`config.mk`:
```
export PLATFORM = sky130hd
export DESIGN_NAME = direct_mode_transition_ctrl
export DESIGN_NICKNAME = d
export VERILOG_FILES = /design/src/power_mode_pkg.sv /design/src/clk_ctl_if.sv /design/src/cpu_clk_gen.sv /design/src/direct_mode_transition_ctrl.sv
export SDC_FILE = /design/constraint.sdc
export NUM_CORES = 1
export LEC_CHECK = 0
export ABC_AREA = 1
export BUFFER_PORTS_ARGS = -buffer_cell sky130_fd_sc_hd__buf_2
export CAP_MARGIN = 25
export CORE_UTILIZATION = 25
export DETAILED_ROUTE_END_ITERATION = 6
export PLACE_DENSITY = 0.47
export SLEW_MARGIN = 10
export SYNTH_ARGS = -nofsm -noshare
export SYNTH_HDL_FRONTEND = slang
export SYNTH_HIERARCHICAL = 1
export SYNTH_SLANG_ARGS = --single-unit
```
`constraint.sdc`:
```
create_clock -name ref_clk -period 3.7 [get_ports ref_clk]
set_clock_uncertainty 0.2 [all_clocks]
set_input_delay 0.74 -clock ref_clk [delete_from_list [all_inputs] [get_ports ref_clk]]
set_output_delay 0.74 -clock ref_clk [all_outputs]
set_load 0.05 [all_outputs]
```
`src/power_mode_pkg.sv`:
```
package power_mode_pkg;
   // Avalon-MM register map, byte addresses of aligned 32-bit words
   localparam int ADDR_W = 5;
   localparam logic [ADDR_W-1:0] OFS_SYS_CTRL1 = 5'h00;
   localparam logic [ADDR_W-1:0] OFS_SYS_CTRL2 = 5'h04;
   localparam logic [ADDR_W-1:0] OFS_INT_ENABLE1 = 5'h08;
   localparam logic [ADDR_W-1:0] OFS_MODULE_STBY = 5'h0c;
   localparam logic [ADDR_W-1:0] OFS_STATUS = 5'h10;

   // system_control_reg1 fields
   localparam int SC1_STANDBY_BIT = 0;
   localparam int SC1_SETTLE_LSB = 4;
   localparam int SETTLE_SEL_W = 3;
   // system_control_reg2 fields
   localparam int SC2_ACT_LSB = 0;
   localparam int ACT_SEL_W = 3;
   localparam int SC2_SUB_LSB = 3;
   localparam int SUB_SEL_W = 2;
   localparam int SC2_DTE_BIT = 5;
   localparam int SC2_LOW_SPEED_ON_FLAG_BIT = 6;
   // interrupt enable register 1
   localparam int IE1_DT_BIT = 0;
   // status register fields
   localparam int ST_MODE_LSB = 0;
   localparam int ST_SEQ_LSB = 4;
   localparam int ST_ACT_LSB = 8;
   localparam int ST_SUB_LSB = 12;
   localparam int ST_NOWAKE_BIT = 16;

   localparam logic [7:0] SC1_RESET = 8'h00;
   localparam logic [7:0] SC2_RESET = 8'h00;
   localparam logic [31:0] DATA_ZERO = 32'h0000_0000;

   // Transition state counts, in CPU states
   localparam int SLEEP_EXEC_STATES = 2;
   localparam int INTERNAL_STATES = 1;
   localparam int EXCEPTION_STATES = 14;
   localparam int CNT_W = 16;
   localparam logic [CNT_W-1:0] PRE_COUNT = CNT_W'(SLEEP_EXEC_STATES + INTERNAL_STATES);
   localparam logic [CNT_W-1:0] EXC_COUNT = CNT_W'(EXCEPTION_STATES);

   // Subactive divider ratios of the watch clock
   localparam logic [3:0] SUB_DIV2 = 4'h2;
   localparam logic [3:0] SUB_DIV4 = 4'h4;
   localparam logic [3:0] SUB_DIV8 = 4'h8;
   localparam int SYS_DIV_W = 8;

   typedef enum logic [2:0] {MODE_ACTIVE, MODE_SUBACTIVE, MODE_SLEEP, MODE_SUBSLEEP, MODE_STANDBY} mode_t;
   typedef enum logic [2:0] {SQ_RUN, SQ_PRE, SQ_SETTLE, SQ_EXC, SQ_DOWN} seq_t;
endpackage

```
`src/clk_ctl_if.sv`:
```
`timescale 1ns/100ps
interface clk_ctl_if;
   import power_mode_pkg::*;
   logic sysRun;
   logic subRun;
   logic [ACT_SEL_W-1:0] actSel;
   logic [SUB_SEL_W-1:0] subSel;
   logic watchTick;
   logic cpuTick;
   logic sysTick;
   modport ctrl (output sysRun, output subRun, output actSel, output subSel, output watchTick,
                 input cpuTick, input sysTick);
   modport gen (input sysRun, input subRun, input actSel, input subSel, input watchTick,
                output cpuTick, output sysTick);
endinterface

```
`src/cpu_clk_gen.sv`:
```
`timescale 1ns/100ps
module cpu_clk_gen
   import power_mode_pkg::*;
(
   input wire logic ref_clk, // System clock
   input wire logic rst_n, // Asynchronous reset, active low
   clk_ctl_if.gen ctl // Clock selection and ticks
);
   logic [SYS_DIV_W-1:0] sysCnt;
   logic [3:0] subCnt;
   logic [3:0] subDiv;
   logic sysHit;

   // Divide ratio is a power of two: the counter's low bits all ones marks a tick
   assign sysHit = (sysCnt & SYS_DIV_W'((1 << ctl.actSel) - 1)) == SYS_DIV_W'((1 << ctl.actSel) - 1);

   always_comb
   begin
      case (ctl.subSel)
         2'h0: subDiv = SUB_DIV2;
         2'h1: subDiv = SUB_DIV4;
         default: subDiv = SUB_DIV8;
      endcase
   end

   always_ff @(posedge ref_clk or negedge rst_n)
   begin
      if (!rst_n)
         sysCnt <= '0;
      else if (!ctl.sysRun || sysHit)
         sysCnt <= '0;
      else
         sysCnt <= sysCnt + SYS_DIV_W'(1);
   end

   always_ff @(posedge ref_clk or negedge rst_n)
   begin
      if (!rst_n)
         subCnt <= '0;
      else if (!ctl.subRun)
         subCnt <= '0;
      else if (ctl.watchTick)
         subCnt <= (subCnt + 4'h1 >= subDiv) ? 4'h0 : subCnt + 4'h1;
   end

   always_ff @(posedge ref_clk or negedge rst_n)
   begin
      if (!rst_n)
      begin
         ctl.sysTick <= 1'b0;
         ctl.cpuTick <= 1'b0;
      end
      else
      begin
         ctl.sysTick <= ctl.sysRun && sysHit;
         ctl.cpuTick <= (ctl.sysRun && sysHit) ||
                        (ctl.subRun && ctl.watchTick && (subCnt + 4'h1 >= subDiv));
      end
   end
endmodule // cpu_clk_gen

```
`src/direct_mode_transition_ctrl.sv`:
```
// Design decisions made here: register access over Avalon-MM and the register offsets.
`timescale 1ns/100ps
module direct_mode_transition_ctrl
   import power_mode_pkg::*;
#(
   parameter int NUM_MODULES = 8,
   parameter int SETTLE_BASE_STATES = 8192
)
(
   input wire logic ref_clk, // 20 MHz clock
   input wire logic rst_n, // Asynchronous reset, active low
   input wire logic [power_mode_pkg::ADDR_W-1:0] address, // Avalon byte address
   input wire logic read, // Avalon read
   input wire logic write, // Avalon write
   input wire logic [3:0] byteenable, // Avalon byte enables
   input wire logic [31:0] writedata, // Avalon write data
   output logic [31:0] readdata, // Avalon read data
   output logic waitrequest, // Avalon wait request
   input wire logic sleepExec, // CPU sleep instruction pulse
   input wire logic intMaskBit, // Condition code register interrupt mask
   input wire logic wakeIrq, // Enabled interrupt request level
   input wire logic watchClkPin, // Watch clock from pin
   output logic cpuClkEn, // CPU state enable pulse
   output logic cpuHalt, // CPU halted in a power-down mode or the settle wait
   output logic dtIrq, // Direct transition exception in progress
   output logic [NUM_MODULES-1:0] periphClkEn // Per-module clock enables
);
   import power_mode_pkg::*;

   clk_ctl_if ctl ();

   logic [7:0] sysCtrl1;
   logic [7:0] sysCtrl2;
   logic dtIntEnable;
   logic [NUM_MODULES-1:0] moduleStby;
   logic [CNT_W-1:0] stateCnt;
   logic [ACT_SEL_W-1:0] appliedAct;
   logic [SUB_SEL_W-1:0] appliedSub;
   logic noWake;
   logic excAfter;
   logic fromSub;
   logic wSync1;
   logic wSync2;
   logic wSync3;
   mode_t mode;
   seq_t seq;
   logic busGo;
   logic [31:0] regValue;
   logic directOk;
   logic targetSub;
   logic wakeOk;
   logic tickStale;

   function automatic logic [7:0] merge8(input logic [7:0] old, input logic [31:0] wd, input logic be);
      merge8 = be ? wd[7:0] : old;
   endfunction

   // Settle wait halves with each step of the select field
   function automatic logic [CNT_W-1:0] settleStates(input logic [SETTLE_SEL_W-1:0] sel);
      settleStates = CNT_W'(SETTLE_BASE_STATES >> sel);
   endfunction

   // Bus slave: one wait cycle, write commits on the edge that sees waitrequest low
   assign busGo = (read || write) && !waitrequest;

   always_ff @(posedge ref_clk or negedge rst_n)
   begin
      if (!rst_n)
         waitrequest <= 1'b1;
      else
         waitrequest <= !((read || write) && waitrequest);
   end

   always_comb
   begin
      regValue = DATA_ZERO;
      case (address)
         OFS_SYS_CTRL1: regValue[7:0] = sysCtrl1;
         OFS_SYS_CTRL2: regValue[7:0] = sysCtrl2;
         OFS_INT_ENABLE1: regValue[IE1_DT_BIT] = dtIntEnable;
         OFS_MODULE_STBY: regValue[NUM_MODULES-1:0] = moduleStby;
         OFS_STATUS:
         begin
            regValue[ST_MODE_LSB +: 3] = mode;
            regValue[ST_SEQ_LSB +: 3] = seq;
            regValue[ST_ACT_LSB +: ACT_SEL_W] = appliedAct;
            regValue[ST_SUB_LSB +: SUB_SEL_W] = appliedSub;
            regValue[ST_NOWAKE_BIT] = noWake;
         end
         default: regValue = DATA_ZERO;
      endcase
   end

   always_ff @(posedge ref_clk or negedge rst_n)
   begin
      if (!rst_n)
         readdata <= DATA_ZERO;
      else if (read && waitrequest)
         readdata <= regValue;
   end

   always_ff @(posedge ref_clk or negedge rst_n)
   begin
      if (!rst_n)
      begin
         sysCtrl1 <= SC1_RESET;
         sysCtrl2 <= SC2_RESET;
         dtIntEnable <= 1'b0;
         moduleStby <= '0;
      end
      else if (busGo && write)
      begin
         case (address)
            OFS_SYS_CTRL1: sysCtrl1 <= merge8(sysCtrl1, writedata, byteenable[0]);
            // Frequency fields only land here; the clock picks them up at the next sleep
            OFS_SYS_CTRL2: sysCtrl2 <= merge8(sysCtrl2, writedata, byteenable[0]);
            OFS_INT_ENABLE1:
            begin
               if (byteenable[0])
                  dtIntEnable <= writedata[IE1_DT_BIT];
            end
            OFS_MODULE_STBY:
            begin
               for (int i = 0; i < NUM_MODULES; i++)
                  if (byteenable[i / 8])
                     moduleStby[i] <= writedata[i];
            end
            default: ;
         endcase
      end
   end

   // Watch clock crosses in from its pin; only the second stage onward is looked at
   always_ff @(posedge ref_clk or negedge rst_n)
   begin
      if (!rst_n)
      begin
         wSync1 <= 1'b0;
         wSync2 <= 1'b0;
         wSync3 <= 1'b0;
      end
      else
      begin
         wSync1 <= watchClkPin;
         wSync2 <= wSync1;
         wSync3 <= wSync2;
      end
   end

   assign ctl.watchTick = wSync2 && !wSync3;
   assign ctl.actSel = appliedAct;
   assign ctl.subSel = appliedSub;
   // System clock runs in active, sleep and the settle wait; standby and subsleep stop it
   assign ctl.sysRun = (mode == MODE_ACTIVE) || (mode == MODE_SLEEP);
   assign ctl.subRun = (mode == MODE_SUBACTIVE) || (mode == MODE_SUBSLEEP);

   cpu_clk_gen clkGen (
      .ref_clk(ref_clk),
      .rst_n(rst_n),
      .ctl(ctl)
   );

   assign directOk = sysCtrl2[SC2_DTE_BIT] && dtIntEnable && !intMaskBit;
   assign targetSub = sysCtrl2[SC2_LOW_SPEED_ON_FLAG_BIT];
   assign wakeOk = wakeIrq && !noWake;

   // The tick in flight when the clock source switches still belongs to the old clock
   always_ff @(posedge ref_clk or negedge rst_n)
   begin
      if (!rst_n)
         tickStale <= 1'b0;
      else
         tickStale <= ((seq == SQ_PRE) && ctl.cpuTick && (stateCnt + CNT_W'(1) >= PRE_COUNT)) ||
                      ((seq == SQ_DOWN) && wakeOk);
   end

   always_ff @(posedge ref_clk or negedge rst_n)
   begin
      if (!rst_n)
      begin
         seq <= SQ_RUN;
         mode <= MODE_ACTIVE;
         stateCnt <= '0;
         appliedAct <= '0;
         appliedSub <= '0;
         noWake <= 1'b0;
         excAfter <= 1'b0;
         fromSub <= 1'b0;
      end
      else
      begin
         case (seq)
            SQ_RUN:
            begin
               if (sleepExec && directOk)
               begin
                  seq <= SQ_PRE;
                  stateCnt <= '0;
                  fromSub <= (mode == MODE_SUBACTIVE);
               end
               else if (sleepExec)
               begin
                  // Ordinary power-down choice, also the fallback of a refused direct attempt
                  seq <= SQ_DOWN;
                  noWake <= sysCtrl2[SC2_DTE_BIT] && intMaskBit;
                  fromSub <= (mode == MODE_SUBACTIVE);
                  if (sysCtrl1[SC1_STANDBY_BIT] && mode == MODE_ACTIVE)
                     mode <= MODE_STANDBY;
                  else if (mode == MODE_SUBACTIVE)
                     mode <= MODE_SUBSLEEP;
                  else
                     mode <= MODE_SLEEP;
               end
            end
            SQ_PRE:
            begin
               // Sleep and internal states are counted on the old clock
               if (ctl.cpuTick)
               begin
                  if (stateCnt + CNT_W'(1) >= PRE_COUNT)
                  begin
                     stateCnt <= '0;
                     appliedAct <= sysCtrl2[SC2_ACT_LSB +: ACT_SEL_W];
                     appliedSub <= sysCtrl2[SC2_SUB_LSB +: SUB_SEL_W];
                     mode <= targetSub ? MODE_SUBACTIVE : MODE_ACTIVE;
                     excAfter <= 1'b1;
                     seq <= (fromSub && !targetSub) ? SQ_SETTLE : SQ_EXC;
                  end
                  else
                     stateCnt <= stateCnt + CNT_W'(1);
               end
            end
            SQ_SETTLE:
            begin
               // Oscillator settling, counted in new system clock states
               if (ctl.sysTick && !tickStale)
               begin
                  if (stateCnt + CNT_W'(1) >= settleStates(sysCtrl1[SC1_SETTLE_LSB +: SETTLE_SEL_W]))
                  begin
                     stateCnt <= '0;
                     seq <= excAfter ? SQ_EXC : SQ_RUN;
                  end
                  else
                     stateCnt <= stateCnt + CNT_W'(1);
               end
            end
            SQ_EXC:
            begin
               // Exception states on the post-transition clock
               if (ctl.cpuTick && !tickStale)
               begin
                  if (stateCnt + CNT_W'(1) >= EXC_COUNT)
                  begin
                     stateCnt <= '0;
                     excAfter <= 1'b0;
                     seq <= SQ_RUN;
                  end
                  else
                     stateCnt <= stateCnt + CNT_W'(1);
               end
            end
            SQ_DOWN:
            begin
               // A masked direct attempt leaves only reset as the way out
               if (wakeOk)
               begin
                  appliedAct <= sysCtrl2[SC2_ACT_LSB +: ACT_SEL_W];
                  appliedSub <= sysCtrl2[SC2_SUB_LSB +: SUB_SEL_W];
                  mode <= targetSub ? MODE_SUBACTIVE : MODE_ACTIVE;
                  stateCnt <= '0;
                  excAfter <= 1'b0;
                  seq <= (!targetSub && (mode != MODE_SLEEP)) ? SQ_SETTLE : SQ_RUN;
               end
            end
            default: seq <= SQ_RUN;
         endcase
      end
   end

   always_ff @(posedge ref_clk or negedge rst_n)
   begin
      if (!rst_n)
      begin
         cpuClkEn <= 1'b0;
         cpuHalt <= 1'b0;
         dtIrq <= 1'b0;
         periphClkEn <= '0;
      end
      else
      begin
         // CPU keeps running through a direct transition outside its settle wait; held only in power-down and settle
         cpuClkEn <= ctl.cpuTick && !tickStale && (seq != SQ_DOWN) && (seq != SQ_SETTLE);
         cpuHalt <= (seq == SQ_DOWN) || (seq == SQ_SETTLE);
         dtIrq <= (seq == SQ_EXC);
         periphClkEn <= ~moduleStby & {NUM_MODULES{mode != MODE_STANDBY}};
      end
   end
endmodule // direct_mode_transition_ctrl

```
# Yosys cells after proc, flatten, opt, wreduce, memory -nomap -nowiden
# Cells that the tools add are included.
# totals
reg_bits,99
in_bits,49
output_inout_bits,44
# classes
add_sub_neg,4
n_lt_le_gt_ge,4
eq_ne,29
shift,2
mux,60
bitwise,4
reduce_logical,58
# ops
operator,n
two-way mux 16 bit,8
case mux 16 bit (5 select lines),1
two-way mux 3 bit,19
logical AND 1 bit,23
inequality test 2 bit (second input constant),9
AND reduction 6 bit,3
adder 16 x 1 -> 16 bit (second input constant),1
AND 8 bit,2
greater-or-equal comparator 16 bit,1
greater-or-equal comparator 16 x 2 -> 1 bit (second input constant),1
greater-or-equal comparator 16 x 4 -> 1 bit (second input constant),1
>> shifter 14 x 3 -> 16 bit (first input constant),1
case mux 3 bit (5 select lines),1
AND reduction 3 bit,5
equality test 3 x 2 -> 1 bit (second input constant),4
two-way mux 2 bit,6
two-way mux 4 bit,3
case mux 3 bit (4 select lines),1
two-way mux 1 bit,11
equality test 5 x 4 -> 1 bit (second input constant),2
inequality test 3 bit (second input constant),3
case mux 1 bit (3 select lines),3
case mux 3 bit (3 select lines),1
adder 8 x 1 -> 8 bit (second input constant),1
other kinds (31),50

# Logic depth before layout (Yosys ltp)
# Gate-level depths: netlist of the first run.
# logic_depth
ltp_word,6
mapped_depth,20
mapped_depth_nobuf,19

# By module
# The synthesis of the first run kept the hierarchy.
# modules_own_cells
mod,n_inst,cells_per_inst,area_each_um2,seq_area_each_um2
direct_mode_transition_ctrl,1,584,4526.8,2128.3
cpu_clk_gen,1,89,743.2,325.3

# Least setup slack after synthesis of the first run
# OpenSTA, ideal clock, no wires.
# synth_path
path_type,register -> register
from,register stateCnt[1]
to,register stateCnt[11]
setup_time_ps,65
arrival_time_ps,2194
required_ps,3435
setup_slack_ps,1241
stages_incl_launch_ff,20
n_path_buf,1
period_less_slack_ps,2459
path_cell_list,dfrtp_1 -> ha_1 -> nand3_2 -> o21ai_0 -> nand2_2 -> ha_1 -> o21ai_0 -> nand2_1 -> nand2_1 -> nand2_1 -> nand2_1 -> nand3_1 -> nand2_1 -> nand2_1 -> nand2_1 -> nand2_2 -> nand3_2 -> buf_6 -> nand3_1 -> nand2_1
# synth_via
elab_chain_len,5
# synth_rtl
element,line_no,text
start: declaration,direct_mode_transition_ctrl.sv:36,logic [CNT_W-1:0] stateCnt;
start signal: assignment,direct_mode_transition_ctrl.sv:230,stateCnt <= stateCnt + CNT_W'(1);
start signal: assignment,direct_mode_transition_ctrl.sv:244,stateCnt <= stateCnt + CNT_W'(1);
start signal: assignment,direct_mode_transition_ctrl.sv:259,stateCnt <= stateCnt + CNT_W'(1);
adder 16 x 1 -> 16 bit (*),n/a,
"greater-or-equal comparator 16 x 4 -> 1 bit, or another cell as far along",direct_mode_transition_ctrl.sv:252,if (stateCnt + CNT_W'(1) >= EXC_COUNT)
"two-way mux 16 bit, on equally long branches","direct_mode_transition_ctrl.sv:252, direct_mode_transition_ctrl.sv:220, direct_mode_transition_ctrl.sv:238",
"two-way mux 16 bit, on equally long branches","direct_mode_transition_ctrl.sv:250, direct_mode_transition_ctrl.sv:218, direct_mode_transition_ctrl.sv:236",
case mux 16 bit (5 select lines) (*),direct_mode_transition_ctrl.sv:192,case (seq)
# Mark *: on every way between the ends. The rest lies on a longest branch, timed or not. The select of a mux whose other input is x is not followed.
# A chain may end at the register's enable or synchronous reset.

# Final worst setup path of the first run
# layout_path
from,register stateCnt[1]
to,register stateCnt[10]
# Same word-level chain as after synthesis.

==> metrics.csv, run 1 <==
stage,metric,value,unit
status,outcome,finished clean,
grt,first-pass GRT wire length,22200,µm
clock_tree,CTS Hold Bufs,0,
worst_setup_path,worst path bufs/invs,0,
worst_setup_path,"Critical Path, Cell by Cell",ha_1 > nand3_2 > o21ai_0 > nand2_2 > ha_1 > o21ai_0 > nand2_1 > nand2_1 > nand2_1 > nand2_1 > nand3_1 > nand2_1 > nand2_1 > nand2_1 > nand2_2 > nand3_2 > nand2_1 > o21ai_0,
final_layout,count of nets after finishing,792,
synthesis,"Seq/Total Area, Yosys",46.6,%
clock_tree,clock insertion delay at the later pin of the skew report,360,ps
pwr,power share of the clock group,32.1,%
final_layout,share of post-route cells with drive strength above 1,14.2,%
worst_setup_path,worst-path fanout max,12,
route,ANT nets after route,0,
worst_setup_path,Crit path top cell by count,nand2_1,
floorplanning,I/O pin count,93,
grt,vias in the first global route,4310,
sta,RSZ-0062 raised after global routing,false,
job,maximum capacitance violations,0,
sta,Setup TNS,0,ps
sta,Max Fclk,341,MHz
place,I/O Buffers,47,
worst_setup_path,WP data arrival,2970,ps
place,hpwl dp,9670,µm
sta,count of pins over their slew limit,0,
pwr,P_leak,0.00300,µW
place,GP Congestion,0.787,
worst_setup_path,crit path launch type,flip-flop,
sta,relative slew slack,50.5,%
route,vias per inst,4.27,
pwr,sw power,1150,µW
synthesis,synthesized area per cell,7.83,µm²
worst_setup_path,"Slowest-stage cell, CP",dfrtp_1,
route,routed via count,4281,
synthesis,Yosys reg bits,98,
route,Initial DRT Pass Iterations,4,
synthesis,Mapped Cells,673,
pwr,Internal Pwr Total,1890,µW
synthesis,Netlist cell types,38,
floorplanning,number of core rows,52,
min_path,HP Class,flip-flop to flip-flop,
pwr,Pwr Density,499,mW/mm²
floorplanning,Die Wd,147,µm
grt,Global Route Usage Sum,13.0,%
sta,final hold vios,0,
route,number of DRC markers in iteration 0,200,
grt,total grt overflow,0,
clock_tree,CTS H-Tree Depth,3,
sta,endpoints failing setup,0,
synthesis,Yosys warnings,6,
route,Post-Route WL,13000,µm
final_layout,Final Util,29.8,%
worst_setup_path,Crit path max-delay family,simple AND/OR/NAND/NOR gates,
grt,largest net degree at the start of global routing,55,
route,WL/cell,13.0,µm
worst_setup_path,"slowest stage delay, CP",450,ps
floorplanning,CORE AREA,0.0204,mm²
pwr,Max VDD drop,0.245,mV
clock_tree,setup repair bufs after CTS,0,
sta,min Tclk post-route,2930,ps
route,# DRC,0,
sta,Least-Margin Pin Slew,742,ps
floorplanning,Chip Height,147,µm
worst_setup_path,CP Capture Type,flip-flop,
clock_tree,CTS tree,yes,
floorplanning,Die ar.,0.0217,mm²
worst_setup_path,CP required,3740,ps
clock_tree,"Reg clk slew, reported paths",80,ps
sta,Min Hold Slack,155,ps
clock_tree,total CTS buffers,9,
clock_tree,post-CTS resize count,0,
sta,Final period util,79.3,%
pwr,Gate power share,25.8,%
clock_tree,CTS Sinks,98,
pwr,Sw Ratio,37.9,%
clock_tree,root buffer cell,clkbuf_16,
final_layout,Ant. Diodes,0,
final_layout,area growth from synthesis to layout,15.6,%
synthesis,cell area after synthesis,0.00527,mm²
floorplanning,Starting Density,25.8,%
grt,initial antenna violation count,0,
clock_tree,CTS Buffer Depth,2,
worst_setup_path,WS Path Type,flip-flop to flip-flop,
pwr,Reg power frac,42.1,%
==> cells in the final DEF (no fill, tap or decap), types with 2 or more instances in the layout <==
cell,count
nand2_1,207
dfrtp_1,97
inv_1,85
nor2_1,55
nand3_1,54
o21ai_0,48
buf_2,47
conb_1,18
ha_1,15
nand4_1,9
a21oi_1,9
clkbuf_16,9
nand2_2,8
nor2_2,7
buf_4,7
o31ai_1,6
nand3_2,5
xor2_1,5
o2111ai_1,5
o21ai_2,5
xnor2_1,4
nor2_4,3
inv_6,3
nor3_1,2
nand3b_1,2
inv_8,2
==> synth_stat cells, drive strengths merged <==
cell | number | area, µm²
dfrtp | 97 | 2430
dfstp | 1 | 26.3
o31ai | 6 | 45.0
xor2 | 5 | 43.8
a21oi | 9 | 45.0
nand3b | 2 | 15.0
o21ai | 54 | 289
a31oi | 1 | 6.26
inv | 86 | 323
conb | 1 | 3.75
xnor2 | 4 | 35.0
o21bai | 2 | 26.3
o2111ai | 5 | 43.8
nor3 | 3 | 26.3
ha | 15 | 188
nand3 | 59 | 320
nor2 | 65 | 284
nor3b | 1 | 7.51
a21boi | 1 | 7.51
buf | 22 | 170
nor4 | 1 | 6.26
nand2 | 215 | 827
and2 | 1 | 6.26
nand4 | 10 | 68.8
nand2b | 1 | 6.26
clkbuf | 6 | 22.5
==> metrics by stage <==
stage | area (µm²) | total power, µW | setup slack (ps) | cells
global route | 6090 | 3240 | 290 | 1003
global placement | 5770 | 2090 | 774 | 985
detailed placement | 5780 | 2090 | 787 | 986
CTS | 6080 | 3090 | 770 | 1002
finish | 6090 | 3040 | 767 | 1003
floorplan | 5330 | 1880 | 1240 | 690
==> power by group through the flow <==
stage | Sequential (µW) | Clock (µW) | Combinational [µW]
4_1_cts | 1280 | 1010 | 794
5_1_grt | 1300 | 1050 | 894
3_5_place_dp | 1300 | 0 | 792
6_report | 1280 | 976 | 784
3_3_place_gp | 1300 | 0 | 787
2_1_floorplan | 1370 | 0 | 510
==> cell families after synthesis <==
logic type,share of synthesized area (%)
flip-flops,46.6
AO/OA/AOI/OAI,8.78
AND/OR/NAND/NOR,29.7
XOR/XNOR,1.50
buffers and inverters,9.78
other,0.0712
adder cells (fa/ha/maj),3.56
==> state kept, by name, indices dropped and copies added, names as in the netlist, 2 cells and up <==
register       count
readdata          14
periphClkEn        8
seq                3
sysCtrl1           8
appliedAct         3
moduleStby         8
clkGen/subCnt      4
sysCtrl2           8
appliedSub         2
clkGen/sysCnt      7
mode               3
stateCnt          16
==> metal layers <==
| metal | vias up | global-route usage (%) | share of wire [%] |
|---|---|---|---|
| met5 | - | 0 | 0 |
| met4 | 0 | 4.07 | 1.8 |
| met3 | 15 | 2.73 | 3.0 |
| met2 | 68 | 21.1 | 46 |
| met1 | 1975 | 17.3 | 49 |
| li1 | 2223 | - | - |
==> final cells by class <==
class | count | area [µm²]
clock buffer | 10 | 239
clock inverter | 6 | 65.1
fill | 2265 | 14300
inverter | 86 | 323
multi-input combinational | 478 | 2360
sequential | 98 | 2450
tap | 270 | 338
timing repair buffer | 55 | 308
==> path summary, 6_finish.rpt <==
| path | startpoint | endpoint | slack, ps | depth (start not counted) |
|---|---|---|---|---|
| max | stateCnt[1] | stateCnt[10] | 770 | 18 |
| min | wSync1 | wSync2 | 160 | 0 |
| max reg2reg | stateCnt[1] | stateCnt[10] | 770 | 18 |
| min reg2reg | wSync1 | wSync2 | 160 | 0 |
| max in group asynchronous | rst_n | waitrequest | 2350 | 2 |
| min in group asynchronous | rst_n | stateCnt[8] | 250 | 1 |
==> worst register-to-register path, cell delays in order, from the launching register on <==
cell and delay, ps:
dfrtp_1 450, ha_1 240, nand3_2 120, o21ai_0 230
nand2_2 130, ha_1 290, o21ai_0 60, nand2_1 70
nand2_1 50, nand2_1 50, nand2_1 50, nand3_1 70
nand2_1 50, nand2_1 50, nand2_1 70, nand2_2 120
nand3_2 290, nand2_1 140, o21ai_0 90
Power figures use the tool's default switching activity.
==> run 2, diff against run 1 <==
--- a/config.mk
+++ b/config.mk
@@ -5,7 +5,7 @@
 export SDC_FILE = /design/constraint.sdc
 export NUM_CORES = 1
 export LEC_CHECK = 0
-export ABC_AREA = 1
+export ABC_AREA = 0
 export BUFFER_PORTS_ARGS = -buffer_cell sky130_fd_sc_hd__buf_2
 export CAP_MARGIN = 25
 export CORE_UTILIZATION = 25
==> constraint.sdc (replaced) <==
create_clock -name ref_clk -period 3 [get_ports ref_clk]
set_clock_uncertainty 0.2 [all_clocks]
set_input_delay 0.6 -clock ref_clk [delete_from_list [all_inputs] [get_ports ref_clk]]
set_output_delay 0.6 -clock ref_clk [all_outputs]
set_load 0.05 [all_outputs]
==> run 2 against run 1 <==
Effect of this change: the run now ends with negative setup slack left; area after synthesis grew 4.0%; worst hold slack lost 130 ps; maximum frequency shrank 4.4%; worst setup slack worse by 840 ps; power rose by 34%; synthesized cell count decreased by 18%; global-route usage increased by 0.67 points; first-iteration DRC count shrank 16%; critical path depth decreased by 5; critical endpoint is now stateCnt[9]; largest power group unchanged.
==> metrics.csv, run 2 <==
stage,metric,value,unit
synthesis,Yosys warnings,6,
place,hpwl dp,10200,µm
final_layout,post-route cell area,0.00677,mm²
worst_setup_path,CP Capture Type,flip-flop,
floorplanning,Starting Density,25.7,%
synthesis,Yosys reg bits,98,
synthesis,Netlist cell types,75,
clock_tree,total CTS buffers,9,
route,# DRC,0,
sta,worst setup margin,-69.9,ps
synthesis,most common cell in the netlist,dfrtp_1,
floorplanning,Chip Height,150,µm
final_layout,max FFs per register,16,
status,outcome,"finished, violations left",
final_layout,Reg with most FFs,stateCnt,
worst_setup_path,WP data arrival,3120,ps
pwr,P_leak,0.00309,µW
sta,count of pins over their slew limit,0,
pwr,Max VDD drop,0.325,mV
worst_setup_path,"Slowest-stage cell, CP",dfrtp_2,
min_path,HP Class,input pin to async pin,
route,Post-Route WL,14400,µm
grt,total grt overflow,0,
place,I/O Buffers,47,
floorplanning,number of core rows,53,
sta,min Tclk post-route,3070,ps
sta,relative slew slack,45.8,%
synthesis,Post-synth EDFFs,0,
grt,initial antenna violation count,1,
final_layout,Post-Layout Cell Count,914,
worst_setup_path,"slowest stage delay, CP",450,ps
synthesis,synthesized area per cell,9.96,µm²
worst_setup_path,crit path launch type,flip-flop,
synthesis,Mapped Cells,550,
route,number of DRC markers in iteration 0,169,
pwr,Pwr Density,600,mW/mm²
worst_setup_path,worst-path fanout max,6,
sta,Least-Margin Pin Slew,807,ps
final_layout,Ant. Diodes,0,
worst_setup_path,WS Path Type,flip-flop to flip-flop,
place,GP Congestion,0.814,
worst_setup_path,FF-to-FF setup slack,-70,ps
final_layout,"most common cell after layout, fill and taps aside",dfrtp_1,
place,placed insts,892,
worst_setup_path,worst path bufs/invs,1,
grt,first-pass GRT wire length,23800,µm
job,maximum capacitance violations,0,
synthesis,"Primary FF master, synth",dfrtp_1,
route,vias per inst,4.86,
worst_setup_path,Crit path max-delay family,simple AND/OR/NAND/NOR gates,
worst_setup_path,CP required,3050,ps
sta,RSZ-0062 raised after global routing,true,
sta,Final period util,102,%
sta,final hold vios,0,
clock_tree,CTS Buffer Depth,2,
synthesis,"Seq/Total Area, Yosys",44.8,%
synthesis,Synth area leader,dfrtp_1,
grt,Global Route Usage Sum,13.7,%
grt,largest net degree at the start of global routing,40,
clock_tree,CTS Sinks,98,
route,Initial DRT Pass Iterations,4,
clock_tree,clock insertion delay at the later pin of the skew report,360,ps
floorplanning,I/O pin count,93,
floorplanning,Die Wd,150,µm
synthesis,cell area after synthesis,0.00548,mm²
grt,vias in the first global route,4564,
clock_tree,CTS H-Tree Depth,3,
worst_setup_path,r2r startpoint,stateCnt[0],
worst_setup_path,crit path from,stateCnt[0],
clock_tree,"Reg clk slew, reported paths",80,ps
clock_tree,CTS tree,yes,
final_layout,area growth from synthesis to layout,23.5,%
place,Area after DPL,0.00629,mm²
sta,endpoints failing setup,7,
final_layout,"commonest non-fill, non-tap cells in the layout","dfrtp_1, nand2_1, buf_4",
floorplanning,Die ar.,0.0225,mm²
sta,Max Fclk,326,MHz
synthesis,"top cells by count, synth","dfrtp_1, nand2_1, nor2_1",
worst_setup_path,reg2reg path depth,13,
final_layout,share of post-route cells with drive strength above 1,31.0,%
worst_setup_path,Reg-to-Reg End,stateCnt[9],
floorplanning,CORE AREA,0.0213,mm²
route,ANT nets after route,0,
status,failing checks,negative setup slack,
worst_setup_path,"Critical Path, Cell by Cell",ha_4 > and4_4 > and4_4 > or2_4 > ha_4 > o21a_1 > o21ai_1 > a31oi_1 > nor2b_1 > o21a_1 > buf_4 > or2_4 > a32o_1,
final_layout,Top Registers,"stateCnt x16, readdata x14",
synthesis,Yosys top cell area share,44.3,%
synthesis,asr flop ratio synth,100,%
clock_tree,root buffer cell,clkbuf_16,
route,WL/cell,15.8,µm
final_layout,count of nets after finishing,698,
route,routed via count,4438,
synthesis,largest cells by area after synthesis,"dfrtp_1, mux2_2, nand2_1",
place,pre-CTS WS,-178,ps
[run 2: cell types whose count changed after synthesis, moves of 17 or more]
cell / before / now
nand2_1: 207 / 62
o21ai_0: 48 / 30
nand3_1: 54 / 13
mux2_2: 0 / 28
inv_1: 85 / 12
a22o_1: 0 / 17
[run 2: power breakdown]
group          internal, µW  switching [µW]  leakage, µW
Clock                   599             613     0.000151
Sequential             1470             156      0.00129
Combinational           449             774      0.00165
[run 2: worst max path at each step]
stage | endpoint | depth (start not counted) | slack (ps)
2_1_floorplan | stateCnt[7] | 15 | -130
3_3_place_gp | stateCnt[6] | 13 | -160
3_5_place_dp | stateCnt[5] | 13 | -180
4_1_cts | stateCnt[9] | 13 | -70
5_1_grt | stateCnt[5] | 14 | -180
6_report | stateCnt[9] | 13 | -70
[run 2: layer usage]
metal	GRT usage (%)	vias to the layer above	share of wire [%]	routed length [µm]
met1	18.5	2200	49	7020
met2	21.3	121	46	6570
met5	0	-	0	0
met4	4.14	0	1.4	206
met3	3.57	17	4.2	604
li1	-	2100	-	-
[run 2: final cells by class]
type / instances / area [µm²]
fill: 2188 / 14500
multi-input combinational: 412 / 2960
tap: 275 / 344
clock inverter: 7 / 78.8
clock buffer: 9 / 225
timing repair buffer: 101 / 657
inverter: 12 / 45.0
sequential: 98 / 2460
[run 2: through the flow]
| step | setup TNS (ps) | utilization, % | hold slack [ps] | power, µW |
|---|---|---|---|---|
| floorplan | -485 | - | 104 | 2480 |
| global placement | -1720 | 29.5 | 135 | 2830 |
| detailed placement | -1870 | 29.5 | 137 | 2850 |
| CTS | -284 | 31.2 | 39.8 | 4100 |
| global route | -1960 | 31.8 | 57.7 | 4310 |
| finish | -314 | 31.8 | 29.4 | 4060 |
[run 2: kinds of logic after synthesis]
group                      share of synthesized area [%]
AOI/OAI and AO/OA                                   15.5
xor gates and xnor gates                            2.08
adders and majority gates                           3.42
muxes                                               8.93
and+or+nand+nor                                     19.7
other                                             0.0684
buffers and inverters                               5.52
DFF                                                 44.8
[run 2: worst reg2reg max path, stage by stage, from the launching register on]
cell     delay, ps
dfrtp_2        450
ha_4           170
and4_4         180
and4_4         180
or2_4          260
ha_4           260
o21a_1         110
o21ai_1         50
a31oi_1        140
nor2b_1         80
o21a_1         210
buf_4          160
or2_4          250
a32o_1         260
[run 2: what timing repair did]
item	CTS	global route
gates resized for setup	8	20
setup endpoints to repair	16	22
pin swaps	9	14
hold buffers	0	0
buffers inserted	3	3
